===== src/hdl/ptfb_defines.svh =====
// Offsets, patterns and counts shared by the test frame builder files
`ifndef PTFB_DEFINES_SVH
`define PTFB_DEFINES_SVH

// =====================================================================
// Last bit index of one set, per structure
`define PTFB_LAST_BIT_E1 9'h0FF
`define PTFB_LAST_BIT_6312 9'h125
`define PTFB_LAST_BIT_8448 9'h0D3
`define PTFB_LAST_BIT_32064 9'h13F
`define PTFB_LAST_BIT_34368 9'h17F

// =====================================================================
// Last set index of one frame or multiframe, per structure
`define PTFB_LAST_SET_E1 4'hF
`define PTFB_LAST_SET_6312 4'h3
`define PTFB_LAST_SET_8448 4'h3
`define PTFB_LAST_SET_32064 4'h5
`define PTFB_LAST_SET_34368 4'h3

// =====================================================================
// 2048 kbit/s time slot 0 and time slot 16
`define PTFB_E1_TS_SIG 5'h10
`define PTFB_E1_FAS 7'h1B
`define PTFB_E1_MFAS 6'h0B
`define PTFB_E1_MFAS_LAST 3'h5
`define PTFB_E1_SMF_LAST 3'h7
`define PTFB_E1_EBIT 1'b1

// =====================================================================
// 6312 kbit/s overhead positions inside an M-subframe
`define PTFB_M_POS_M 9'h000
`define PTFB_M_POS_C1 9'h031
`define PTFB_M_POS_F1 9'h062
`define PTFB_M_POS_C2 9'h093
`define PTFB_M_POS_C3 9'h0C4
`define PTFB_M_POS_F2 9'h0F5
`define PTFB_M_ALIGN 3'h3
`define PTFB_M_F1 1'b0
`define PTFB_M_F2 1'b1
`define PTFB_M_X_DEFAULT 1'b1

// =====================================================================
// 8448 and 34 368 kbit/s sets
`define PTFB_FAS10 10'h3D0
`define PTFB_FAS10_LAST 9'h009
`define PTFB_RAI_POS 9'h00A
`define PTFB_NAT_POS 9'h00B
`define PTFB_JC4_LAST 9'h003
`define PTFB_JO4_LAST 9'h007

// =====================================================================
// 32 064 kbit/s sets
`define PTFB_FAS5_SET1 5'h1A
`define PTFB_FAS5_SET4 5'h05
`define PTFB_OH5_LAST 9'h004
`define PTFB_JO5_LAST 9'h009
`define PTFB_TRIB5 9'h005

// =====================================================================
// Value sent in a used justification slot
`define PTFB_STUFF_BIT 1'b0

`endif


===== src/hdl/ptfb_pkg.sv =====
// Types shared by the test frame builder
package ptfb_pkg;

  // =====================================================================
  // Frame structures
  typedef enum logic [2:0] {
    PTFB_E1_CRC4_CAS,
    PTFB_6312,
    PTFB_8448,
    PTFB_32064,
    PTFB_34368
  } ptfb_mode_t;

  // =====================================================================
  // Run state
  typedef enum logic {
    PTFB_IDLE,
    PTFB_RUN
  } ptfb_run_t;

endpackage : ptfb_pkg


===== src/hdl/ptfb_crc4.sv =====
// CRC-4 over one 2048 kbit/s submultiframe, result held in a register
`timescale 1ns/1ns
`include "ptfb_defines.svh"

module ptfb_crc4 (
  input wire logic ref_clk,
  input wire logic rst,
  input wire logic clear,
  input wire logic bit_en,
  input wire logic data_bit,
  input wire logic smf_end,
  output logic [3:0] crc_ff
);

  logic [3:0] acc_ff;
  logic [3:0] nxt_acc;
  logic [3:0] nxt_crc;
  logic fb;

  // =====================================================================
  // Serial divide by x^4 + x + 1
  always_comb begin
    fb = acc_ff[3] ^ data_bit;
    nxt_acc = acc_ff;
    nxt_crc = crc_ff;
    if (clear) begin
      nxt_acc = 4'h0;
      nxt_crc = 4'h0;
    end else if (bit_en) begin
      if (smf_end) begin
        // Remainder of the finished block goes out in the next one
        nxt_crc = {acc_ff[2:0], 1'b0} ^ {2'b00, fb, fb};
        nxt_acc = 4'h0;
      end else begin
        nxt_acc = {acc_ff[2:0], 1'b0} ^ {2'b00, fb, fb};
      end
    end
  end

  always_ff @(posedge ref_clk or posedge rst) begin
    if (rst) begin
      acc_ff <= 4'h0;
      crc_ff <= 4'h0;
    end else begin
      acc_ff <= nxt_acc;
      crc_ff <= nxt_crc;
    end
  end

endmodule : ptfb_crc4


===== src/hdl/ptfb_frame_builder.sv =====
// Framed test signal builder for plesiochronous line structures
//
// Operation
// - Time slot 0 carries CRC and alignment bits
// - Slot 16 signalling, other slots test bits
// - 6312 M-frame: four subframes of 294
// - Six overhead bits, each before 48 test
// - Subframes 1-3 first bit 0,1,1; 4 alarm
// - Subframe alignment bits are 0 then 1
// - Stuff control bits zero means no stuff
// - Subframe 4 alarm bit optionally from input
// - Subframe n stuffs nth bit after F2
// - 8448 frame: four sets of 212
// - Set 1: alignment word, alarm, national bit
// - Sets 2,3: four control bits, then test
// - Set 4 bits 5-8 justification opportunities
// - 32064 M-frame: six sets of 320
// - Sets 1,4 alignment; 2,3,5 control bits
// - Set 6 auxiliary bits carry remote alarm
// - Justification slot is tributary's first set-6 bit
// - 34368 frame: four sets of 384
// - Set 1: alignment word, alarm, national bit
// - Sets 2-4 control; set 4 opportunities
// - 8448, 32064, 34368 payload slots tagged with their tributary
`timescale 1ns/1ns
`include "ptfb_defines.svh"

module ptfb_frame_builder import ptfb_pkg::*; (
  input wire logic ref_clk,
  input wire logic rst,
  input wire logic bit_en,
  input wire logic run_en,
  input wire ptfb_mode_t mode_sel,
  input wire logic [4:0] justify,
  input wire logic remote_alarm,
  input wire logic national_bit,
  input wire logic [4:0] spare_bits,
  input wire logic [7:0] signalling_bits,
  input wire logic alarm_service_en,
  input wire logic alarm_service_bit,
  input wire logic payload_test_bits,
  output logic payload_req,
  output logic [2:0] payload_trib_ff,
  output logic line_bit_ff,
  output logic line_valid_ff,
  output logic overhead_ff,
  output logic frame_start_ff,
  output ptfb_mode_t active_mode_ff,
  output logic running
);

  ptfb_run_t state_ff;
  ptfb_run_t nxt_state;
  ptfb_mode_t nxt_mode;
  logic [8:0] bit_ff;
  logic [8:0] nxt_bit;
  logic [3:0] set_ff;
  logic [3:0] nxt_set;
  logic [4:0] just_ff;
  logic [4:0] nxt_just;
  logic nxt_line_bit;
  logic nxt_line_valid;
  logic nxt_overhead;
  logic nxt_frame_start;
  logic [2:0] nxt_trib;

  logic slot_pay;
  logic slot_bit;
  logic slot_crc;
  logic [2:0] slot_trib;
  logic set_end;
  logic frame_end;
  logic emit;
  logic [3:0] crc_ff;
  logic crc_in;
  logic smf_end;

  // Patterns held as vectors so that single bits can be selected
  localparam logic [6:0] E1_FAS = `PTFB_E1_FAS;
  localparam logic [5:0] E1_MFAS = `PTFB_E1_MFAS;
  localparam logic [9:0] FAS10 = `PTFB_FAS10;
  localparam logic [4:0] FAS5_SET1 = `PTFB_FAS5_SET1;
  localparam logic [4:0] FAS5_SET4 = `PTFB_FAS5_SET4;

  // =====================================================================
  // Structure size helpers
  function automatic logic [8:0] last_bit(input ptfb_mode_t m);
    unique case (m)
      PTFB_E1_CRC4_CAS: last_bit = `PTFB_LAST_BIT_E1;
      PTFB_6312: last_bit = `PTFB_LAST_BIT_6312;
      PTFB_8448: last_bit = `PTFB_LAST_BIT_8448;
      PTFB_32064: last_bit = `PTFB_LAST_BIT_32064;
      PTFB_34368: last_bit = `PTFB_LAST_BIT_34368;
      default: last_bit = `PTFB_LAST_BIT_E1;
    endcase
  endfunction : last_bit

  function automatic logic [3:0] last_set(input ptfb_mode_t m);
    unique case (m)
      PTFB_E1_CRC4_CAS: last_set = `PTFB_LAST_SET_E1;
      PTFB_6312: last_set = `PTFB_LAST_SET_6312;
      PTFB_8448: last_set = `PTFB_LAST_SET_8448;
      PTFB_32064: last_set = `PTFB_LAST_SET_32064;
      PTFB_34368: last_set = `PTFB_LAST_SET_34368;
      default: last_set = `PTFB_LAST_SET_E1;
    endcase
  endfunction : last_set

  assign emit = (state_ff == PTFB_RUN) && bit_en;
  assign set_end = (bit_ff == last_bit(active_mode_ff));
  assign frame_end = set_end && (set_ff == last_set(active_mode_ff));
  assign running = (state_ff == PTFB_RUN);

  // =====================================================================
  // Slot classification
  always_comb begin
    slot_pay = 1'b0;
    slot_bit = 1'b0;
    slot_crc = 1'b0;
    slot_trib = 3'h0;
    unique case (active_mode_ff)
      PTFB_E1_CRC4_CAS: begin
        if (bit_ff[7:3] == 5'h00) begin
          if (!set_ff[0]) begin
            if (bit_ff[2:0] == 3'h0) begin
              slot_bit = crc_ff[3 - set_ff[2:1]];
              slot_crc = 1'b1;
            end else begin
              slot_bit = E1_FAS[3'h7 - bit_ff[2:0]];
            end
          end else begin
            unique case (bit_ff[2:0])
              3'h0: begin
                if (set_ff[3:1] <= `PTFB_E1_MFAS_LAST) begin
                  slot_bit = E1_MFAS[3'h5 - set_ff[3:1]];
                end else begin
                  slot_bit = `PTFB_E1_EBIT;
                end
              end
              3'h1: slot_bit = 1'b1;
              3'h2: slot_bit = remote_alarm;
              default: slot_bit = spare_bits[3'h7 - bit_ff[2:0]];
            endcase
          end
        end else if (bit_ff[7:3] == `PTFB_E1_TS_SIG) begin
          slot_bit = signalling_bits[3'h7 - bit_ff[2:0]];
        end else begin
          slot_pay = 1'b1;
        end
      end
      PTFB_6312: begin
        unique case (bit_ff)
          `PTFB_M_POS_M: begin
            if (set_ff == `PTFB_LAST_SET_6312) begin
              slot_bit = alarm_service_en ? alarm_service_bit : `PTFB_M_X_DEFAULT;
            end else begin
              slot_bit = (set_ff == 4'h0) ? 1'b0 : `PTFB_M_ALIGN >> 1 == 3'h1;
            end
          end
          `PTFB_M_POS_C1, `PTFB_M_POS_C2, `PTFB_M_POS_C3: begin
            slot_bit = just_ff[set_ff[1:0]];
          end
          `PTFB_M_POS_F1: slot_bit = `PTFB_M_F1;
          `PTFB_M_POS_F2: slot_bit = `PTFB_M_F2;
          default: begin
            if (bit_ff == `PTFB_M_POS_F2 + 9'h001 + {7'h00, set_ff[1:0]} && just_ff[set_ff[1:0]]) begin
              slot_bit = `PTFB_STUFF_BIT;
            end else begin
              slot_pay = 1'b1;
            end
          end
        endcase
      end
      PTFB_8448, PTFB_34368: begin
        slot_trib = {1'b0, bit_ff[1:0]};
        if (set_ff == 4'h0) begin
          if (bit_ff <= `PTFB_FAS10_LAST) begin
            slot_bit = FAS10[4'h9 - bit_ff[3:0]];
          end else if (bit_ff == `PTFB_RAI_POS) begin
            slot_bit = remote_alarm;
          end else if (bit_ff == `PTFB_NAT_POS) begin
            slot_bit = national_bit;
          end else begin
            slot_pay = 1'b1;
          end
        end else if (bit_ff <= `PTFB_JC4_LAST) begin
          slot_bit = just_ff[bit_ff[1:0]];
        end else if (set_ff == 4'h3 && bit_ff <= `PTFB_JO4_LAST && just_ff[bit_ff[1:0]]) begin
          slot_bit = `PTFB_STUFF_BIT;
        end else begin
          slot_pay = 1'b1;
        end
      end
      PTFB_32064: begin
        slot_trib = 3'((bit_ff - `PTFB_TRIB5) % `PTFB_TRIB5);
        if (bit_ff <= `PTFB_OH5_LAST) begin
          slot_trib = 3'h0;
          unique case (set_ff)
            4'h0: slot_bit = FAS5_SET1[3'h4 - bit_ff[2:0]];
            4'h3: slot_bit = FAS5_SET4[3'h4 - bit_ff[2:0]];
            4'h5: slot_bit = remote_alarm;
            default: slot_bit = just_ff[bit_ff[2:0]];
          endcase
        end else if (set_ff == 4'h5 && bit_ff <= `PTFB_JO5_LAST && just_ff[3'(bit_ff - `PTFB_TRIB5)]) begin
          slot_bit = `PTFB_STUFF_BIT;
        end else begin
          slot_pay = 1'b1;
        end
      end
      default: begin
        slot_pay = 1'b0;
      end
    endcase
  end

  // Source is stalled on every overhead or stuff slot
  assign payload_req = emit && slot_pay;

  // =====================================================================
  // CRC over each eight-frame half of the multiframe
  assign crc_in = slot_crc ? 1'b0 : (slot_pay ? payload_test_bits : slot_bit);
  assign smf_end = set_end && (set_ff[2:0] == `PTFB_E1_SMF_LAST);

  ptfb_crc4 u_crc4 (
    .ref_clk(ref_clk),
    .rst(rst),
    .clear(state_ff == PTFB_IDLE || active_mode_ff != PTFB_E1_CRC4_CAS),
    .bit_en(emit),
    .data_bit(crc_in),
    .smf_end(smf_end),
    .crc_ff(crc_ff)
  );

  // =====================================================================
  // Sequencing and line output
  always_comb begin
    nxt_state = state_ff;
    nxt_mode = active_mode_ff;
    nxt_bit = bit_ff;
    nxt_set = set_ff;
    nxt_just = just_ff;
    nxt_line_bit = line_bit_ff;
    nxt_line_valid = 1'b0;
    nxt_overhead = overhead_ff;
    nxt_frame_start = 1'b0;
    nxt_trib = payload_trib_ff;
    unique case (state_ff)
      PTFB_IDLE: begin
        // Structure only changes between runs
        nxt_mode = mode_sel;
        nxt_just = justify;
        nxt_bit = 9'h000;
        nxt_set = 4'h0;
        if (run_en) begin
          nxt_state = PTFB_RUN;
        end
      end
      PTFB_RUN: begin
        if (bit_en) begin
          nxt_line_bit = slot_pay ? payload_test_bits : slot_bit;
          nxt_line_valid = 1'b1;
          nxt_overhead = !slot_pay;
          nxt_trib = slot_trib;
          nxt_frame_start = (bit_ff == 9'h000) && (set_ff == 4'h0);
          if (frame_end) begin
            // Justification pattern held for a whole frame
            nxt_bit = 9'h000;
            nxt_set = 4'h0;
            nxt_just = justify;
            if (!run_en) begin
              nxt_state = PTFB_IDLE;
            end
          end else if (set_end) begin
            nxt_bit = 9'h000;
            nxt_set = set_ff + 4'h1;
          end else begin
            nxt_bit = bit_ff + 9'h001;
          end
        end
      end
    endcase
  end

  always_ff @(posedge ref_clk or posedge rst) begin
    if (rst) begin
      state_ff <= PTFB_IDLE;
      active_mode_ff <= PTFB_E1_CRC4_CAS;
      bit_ff <= 9'h000;
      set_ff <= 4'h0;
      just_ff <= 5'h00;
      line_bit_ff <= 1'b0;
      line_valid_ff <= 1'b0;
      overhead_ff <= 1'b0;
      frame_start_ff <= 1'b0;
      payload_trib_ff <= 3'h0;
    end else begin
      state_ff <= nxt_state;
      active_mode_ff <= nxt_mode;
      bit_ff <= nxt_bit;
      set_ff <= nxt_set;
      just_ff <= nxt_just;
      line_bit_ff <= nxt_line_bit;
      line_valid_ff <= nxt_line_valid;
      overhead_ff <= nxt_overhead;
      frame_start_ff <= nxt_frame_start;
      payload_trib_ff <= nxt_trib;
    end
  end

endmodule : ptfb_frame_builder


===== config.mk =====
export PLATFORM = sky130hd
export DESIGN_NAME = ptfb_frame_builder
export DESIGN_NICKNAME = d
export VERILOG_FILES = /design/src/hdl/ptfb_pkg.sv /design/src/hdl/ptfb_crc4.sv /design/src/hdl/ptfb_frame_builder.sv
export VERILOG_INCLUDE_DIRS = /design/src /design/src/hdl
export SDC_FILE = /design/constraint.sdc
export NUM_CORES = 1
export LEC_CHECK = 0
export BUFFER_PORTS_ARGS = -buffer_cell sky130_fd_sc_hd__buf_2
export CORE_MARGIN = 4
export CORE_UTILIZATION = 55
export DETAILED_ROUTE_END_ITERATION = 10
export GPL_TIMING_DRIVEN = 0
export PLACE_DENSITY = 0.88
export REMOVE_ABC_BUFFERS = 1
export SETUP_SLACK_MARGIN = 0.2
export SLEW_MARGIN = 5
export SYNTH_ARGS = -nofsm -noshare
export SYNTH_HDL_FRONTEND = slang
export SYNTH_SLANG_ARGS = --single-unit

===== constraint.sdc =====
create_clock -name ref_clk -period 5.72 [get_ports ref_clk]
set_clock_uncertainty 0.1 [all_clocks]
set_input_delay 0.572 -clock ref_clk [delete_from_list [all_inputs] [get_ports ref_clk]]
set_output_delay 0.572 -clock ref_clk [all_outputs]
set_load 0.03 [all_outputs]

Word level (Yosys, flattened, before mapping)
Memories as Yosys holds them, arrays and structs flattened.
Index checks and enable logic that the tools add are counted.
{"block": "totals", "regBits": 37, "latch_bits": 0, "ramBits": 0, "rom_bits": 48, "input_bits": 30, "out_inout_bits": 12, "elab_cells": 180, "memories": 5}
{"block": "classes", "add_sub_neg": 9, "multipliers": 0, "div_mod_pow": 1, "n_lt_le_gt_ge": 14, "eq_ne": 23, "n_shift": 0, "n_mux": 85, "bitwise_logic": 3, "reduce_logical": 28}
{"memory": "(no name shown)", "words": 16, "word_bits": 1, "rd": 1, "rd_clocked_by_memory_dff": 0, "write_ports": 0, "line": "ptfb_frame_builder.sv:178", "rtl": "slot_bit = FAS10[4'h9 - bit_ff[3:0]];"}
{"memory": "(no name shown)", "words": 8, "word_bits": 1, "rd": 1, "rd_clocked_by_memory_dff": 0, "write_ports": 0, "line": "ptfb_frame_builder.sv:200", "rtl": "4'h3: slot_bit = FAS5_SET4[3'h4 - bit_ff[2:0]];"}
{"memory": "(no name shown)", "words": 8, "word_bits": 1, "rd": 1, "rd_clocked_by_memory_dff": 0, "write_ports": 0, "line": "ptfb_frame_builder.sv:199", "rtl": "4'h0: slot_bit = FAS5_SET1[3'h4 - bit_ff[2:0]];"}
{"memory": "(no name shown)", "words": 8, "word_bits": 1, "rd": 1, "rd_clocked_by_memory_dff": 0, "write_ports": 0, "line": "ptfb_frame_builder.sv:135", "rtl": "slot_bit = E1_MFAS[3'h5 - set_ff[3:1]];"}
{"memory": "(no name shown)", "words": 8, "word_bits": 1, "rd": 1, "rd_clocked_by_memory_dff": 0, "write_ports": 0, "line": "ptfb_frame_builder.sv:129", "rtl": "slot_bit = E1_FAS[3'h7 - bit_ff[2:0]];"}
{"operator": "1-bit two-way mux", "count": 51}
{"operator": "4-bit two-way mux", "count": 9}
{"operator": "9-bit one-hot mux with 4 select lines", "count": 1}
{"operator": "32-bit by 3-bit less-than comparator with 1-bit output (second input constant)", "count": 1}
{"operator": "9-bit by 8-bit equality test with 1-bit output (second input constant)", "count": 3}
{"operator": "9-bit two-way mux", "count": 3}
{"operator": "3-bit by 4-bit less-than comparator with 1-bit output (second input constant)", "count": 5}
{"operator": "9-bit by 4-bit equality test with 1-bit output (second input constant)", "count": 2}
{"operator": "9-bit equality test", "count": 2}
{"operator": "9-bit by 3-bit less-or-equal comparator with 1-bit output (second input constant)", "count": 2}
{"operator": "9-bit one-hot mux with 2 select lines", "count": 1}
{"operator": "4-bit one-hot mux with 2 select lines", "count": 2}
{"operator": "1-bit binary-select mux with 3-bit select", "count": 4}
{"operator": "1-bit logical AND", "count": 10}
{"operator": "5-bit two-way mux", "count": 2}
{"operator": "5-bit one-hot mux with 2 select lines", "count": 1}
{"operator": "8-bit by 2-bit adder with 9-bit output (first input constant)", "count": 1}
{"operator": "9-bit by 1-bit adder with 9-bit output (second input constant)", "count": 1}
{"operator": "3-bit by 2-bit equality test with 1-bit output (second input constant)", "count": 3}
{"operator": "9-bit by 6-bit equality test with 1-bit output (second input constant)", "count": 1}
{"operator": "9-bit by 7-bit equality test with 1-bit output (second input constant)", "count": 1}
{"operator": "9-bit by 2-bit less-or-equal comparator with 1-bit output (second input constant)", "count": 1}
{"operator": "9-bit by 4-bit less-or-equal comparator with 1-bit output (second input constant)", "count": 1}
{"operator": "9-bit logical NOT", "count": 1}
{"operator": "38 further kinds", "count": 54}

Depth between registers and ports, before layout
{"block": "logic_depth", "depth_word": 15, "mapped_depth": 18}

Cells and area by module
From an unflattened synthesis, not the netlist that was laid out.
{"block": "unflattened", "cells_unflattened": 476, "area_unflattened_um2": 3898.7}
{"mod": "ptfb_frame_builder", "n_inst": 1, "cells_per_inst": 438, "area_per_inst_um2": 3520.9, "seq_area_each_um2": 725.7}
{"mod": "ptfb_crc4", "n_inst": 1, "cells_per_inst": 38, "area_per_inst_um2": 377.9, "seq_area_each_um2": 200.2}

Worst setup path before layout
OpenSTA, ideal clock, no wires.
{"block": "synth_timing", "kind": "flip-flop to flip-flop", "from": "register bit_ff[0]", "to": "register payload_trib_ff[2]", "setup_time_ps": 66, "t_arrival_ps": 4070, "path_slack_ps": 1484, "stages_incl_launch_ff": 19, "n_path_buf": 2, "period_less_slack_ps": 4236, "path_cell_list": "dfrtp_1 -> clkbuf_1 -> inv_1 -> ha_1 -> nor2b_2 -> or4_1 -> a31oi_1 -> or3_1 -> a221o_1 -> nand2_2 -> a211oi_1 -> o32a_1 -> buf_2 -> xnor2_1 -> ha_1 -> a211oi_1 -> a31oi_1 -> a211oi_1 -> a22o_1"}
{"block": "synth_via", "elab_chain_cells": 4, "elab_cells_between_ends": 5, "classes_between": "add/sub: 1; div: 1; order compare: 1; mux: 2"}
{"element": "from (decl)", "line": "ptfb_frame_builder.sv:55", "rtl": "logic [8:0] bit_ff;"}
{"element": "from (signal assigned)", "line": "ptfb_frame_builder.sv:299", "rtl": "bit_ff <= nxt_bit;"}
{"element": "9-bit by 3-bit subtractor with 9-bit output (no source line)"}
{"element": "9-bit by 3-bit modulo with 9-bit output (no source line)"}
{"element": "3-bit two-way mux (*)", "line": "ptfb_frame_builder.sv:196", "rtl": "if (bit_ff <= `PTFB_OH5_LAST) begin"}
{"element": "3-bit one-hot mux with 2 select lines (*)", "line": "ptfb_frame_builder.sv:121", "rtl": "unique case (active_mode_ff)"}
{"element": "to (signal assigned)", "line": "ptfb_frame_builder.sv:306", "rtl": "payload_trib_ff <= nxt_trib;"}
{"element": "to (decl)", "line": "ptfb_frame_builder.sv:43", "rtl": "output logic [2:0] payload_trib_ff,"}
Mark *: on every way between the ends. The rest lies on a longest branch, timed or not.
A chain may end at the register's enable or synchronous reset.

Final worst setup path
{"block": "layout_timing", "from": "register bit_ff[1]", "to": "register payload_trib_ff[2]"}
Same word-level chain as after synthesis.

==> results.cfg <==
[timing]
max_clock_freq_mhz = 208
fin_crit_ns = 4.80
fin_ws_ns = 0.923
finalHoldViolCount = 0
slew_headroom_pct = 34.7
finalSetupViolCount = 0
post-route-period-util_pct = 83.9
rsz0062_at_grt = false
finalMaxSlewViolations = 0
setup_tns_ns = 0
tightest_slew_ns = 0.972

[critical_path]
cp.arrival_ns = 4.89
path_cells = inv_1 -> ha_1 -> nor2b_2 -> or4_1 -> a31oi_1 -> or3_1 -> a221oi_2 -> o22ai_1 -> a21oi_1 -> o32a_1 -> xnor2_1 -> ha_1 -> a211oi_1 -> a31oi_1 -> a211oi_1 -> a22o_1
max_stage_delay_ns = 0.82
cp_max_fo = 19
cp_slowest_cell = dfrtp_1
cp.required_ns = 5.82
worstSetupStartpointType = flop
end_kind = flop
critical_path_class = reg -> reg

[cts]
numCtsBuffers = 5
hold_buffers = 0
clock-sinks = 37
path_clk_slew_ns = 0.09
cts_tree = yes
worstSkewPairLatency_ns = 0.30
h-tree-depth = 2
clockRootBuffer = clkbuf_8
post_cts_buffers = 0
clockBufferDepth = 2

[layout]
layout_common_cells = nand2_1, buf_2, dfrtp_1, nor2_1, o21ai_0
final_common_cell = nand2_1
multi_input_area_mm2 = 0.00260
nets = 519
register_area_um2 = 927
n_fill_cell = 579
area_growth_pct = 7.67
diodes = 0
layout-drive-gt1-share_pct = 18.5

[grt]
antenna_found_initial = 0
grt_pass1_vias = 3590
gr-total-overflow = 0
grt_pass1_wl_um = 17000
grt_max_degree = 38
grt_usage_pct = 24.9

[logic_synthesis]
synth_edf_count = 0
synth_seq_area_share_pct = 24.9
netlist.area_leader.share_pct = 24.9
mappedNetlistArea_mm2 = 0.00372
synth_top_cell_by_area = dfrtp_1
synth_ff_type = dfrtp_1
synthDistinctLibCells = 83
avgSynthCellArea_um2 = 8.32
yosysWarnings = 0
ys_ff_latch = 37
synth_area_leaders = dfrtp_1, ha_1, nand2_1, o21ai_0, mux4_2
netlist_instances = 447
synthArstFlopShare_pct = 100

[place]
post-place-ws_ns = 0.651
port_buffers = 41
hpwlAfterDp_um = 7610
gp_congestion = 1.00

[die]
die_w_um = 90.2
initial_core_util_pct = 57.6
die_h_um = 90.2
ios = 42
rows = 29
die_area_mm2 = 0.00814
core-area_mm2 = 0.00646

[power]
powerDensity_mw_per_mm2 = 595
power_frac_seq_pct = 19.4
switchingPower_uw = 1270
ir_drop_v = 0.000321
p_clk_share_pct = 9.3
p_leak_uw = 0.00164
combPwrFrac_pct = 71.2
swShare_pct = 53.3
p_int_uw = 1110

[route]
ant_nets = 0
avgViaCountPerCell = 6.76
drc = 0
vias = 3705
routed_wl_um = 10200
wl_per_cell_um = 18.6
drtIter0Drc = 439
dr.pass1.iters = 5

[status]
status = finished, final reports clean

[hold_path]
hp-class = in -> async

[job]
max_cap_viol_count = 0
## stage by stage
step	power (µW)	cell area, µm²	hold slack (ns)	util, %	cells
after CTS	2340	4000	0.345	62.0	548
after detailed placement	2120	3900	0.370	60.3	541
final	2380	4000	0.312	62.0	548
after global routing	2560	4000	0.394	62.0	548
after global placement	2060	3900	0.370	60.3	541
after floorplan	1750	3600	0.363	-	423
## cell usage after synthesis, drive strengths merged (3+ instances only)
master	number
nor2	34
and2	9
nor3	8
xnor2	16
inv	17
a2bb2oi	4
nand2	47
nor4b	3
ha	18
xor2	3
or3	4
clkbuf	14
o211a	3
nor4	10
nand2b	12
a21oi	25
buf	10
o31ai	6
mux2i	3
nand4	9
a211oi	8
mux2	9
nand3b	3
nand3	16
a22o	3
o21ai	37
or2	3
dfrtp	37
o211ai	4
a31oi	7
nor2b	9
and3	9
mux4	7
## power by group through the flow
| stage | Combinational (µW) | Clock, µW | Sequential (µW) |
|---|---|---|---|
| global route | 1840 | 237 | 476 |
| finish | 1700 | 223 | 463 |
| detailed placement | 1650 | 0 | 461 |
| floorplan | 1300 | 0 | 451 |
| global placement | 1600 | 0 | 458 |
| CTS | 1660 | 224 | 456 |
## worst max-delay path, delay by kind of cell (launching register included)
family | cells | cell delay [ns]
compound gates | 9 | 1.78
xor+xnor | 1 | 0.20
fa+ha+maj | 2 | 0.66
buf+inv | 1 | 0.26
flops | 1 | 0.82
simple gates | 3 | 0.89
## cells by family after synthesis
kind of cell               Yosys count  share of synthesized area (%)
DFF                                 37                           24.9
muxes                               19                           7.78
adders and majority gates           20                           6.63
buffers and inverters               42                           5.08
AOI/OAI and AO/OA                  128                           24.3
and+or+nand+nor                    182                           26.4
xor gates and xnor gates            19                           4.88
## per-layer routing
layer	global-route usage, %	wire length (µm)	vias up
met5	0	0	-
met4	12.4	351	0
met3	3.34	657	40
met2	41.7	5060	181
met1	31.5	4150	1770
li1	-	-	1714
## area by class of cell
type	instances	share of cell area (%)
Multi-Input combinational cell	368	65.0
Clock inverter	2	0.875
Inverter	18	1.69
Clock buffer	5	1.72
Sequential cell	37	23.2
Tap cell	77	2.41
Timing Repair Buffer	41	5.13
## path summary, 6_finish.rpt
path	cells past startpoint	startpoint	end	slack (ns)
setup / recovery	16	bit_ff[1]$_DFFE_PP0P_	payload_trib_ff[2]$_DFFE_PP0P_	0.92
hold / removal	2	rst	u_crc4.crc_ff[2]$_DFFE_PP0P_	0.31
setup reg to reg	16	bit_ff[1]$_DFFE_PP0P_	payload_trib_ff[2]$_DFFE_PP0P_	0.92
hold reg to reg	2	line_bit_ff$_DFFE_PP0P_	line_bit_ff$_DFFE_PP0P_	0.38
max in group asynchronous	2	rst	bit_ff[0]$_DFFE_PP0P_	4.68
min in group ref_clk	2	line_bit_ff$_DFFE_PP0P_	line_bit_ff$_DFFE_PP0P_	0.38
## state kept, by name, indices dropped and copies added, names as in the netlist, 3 cells and up
name,flops
bit_ff,9
set_ff,4
payload_trib_ff,3
u_crc4.acc_ff,4
just_ff,5
active_mode_ff,3
u_crc4.crc_ff,4
## what timing repair did
| item | 4_1_cts | 5_1_grt |
|---|---|---|
| resized for setup | 0 | 1 |
| setup endpoints to repair | 0 | 1 |
| hold endpoints to repair | 0 | 0 |
(Power assumes the default switching activity.)
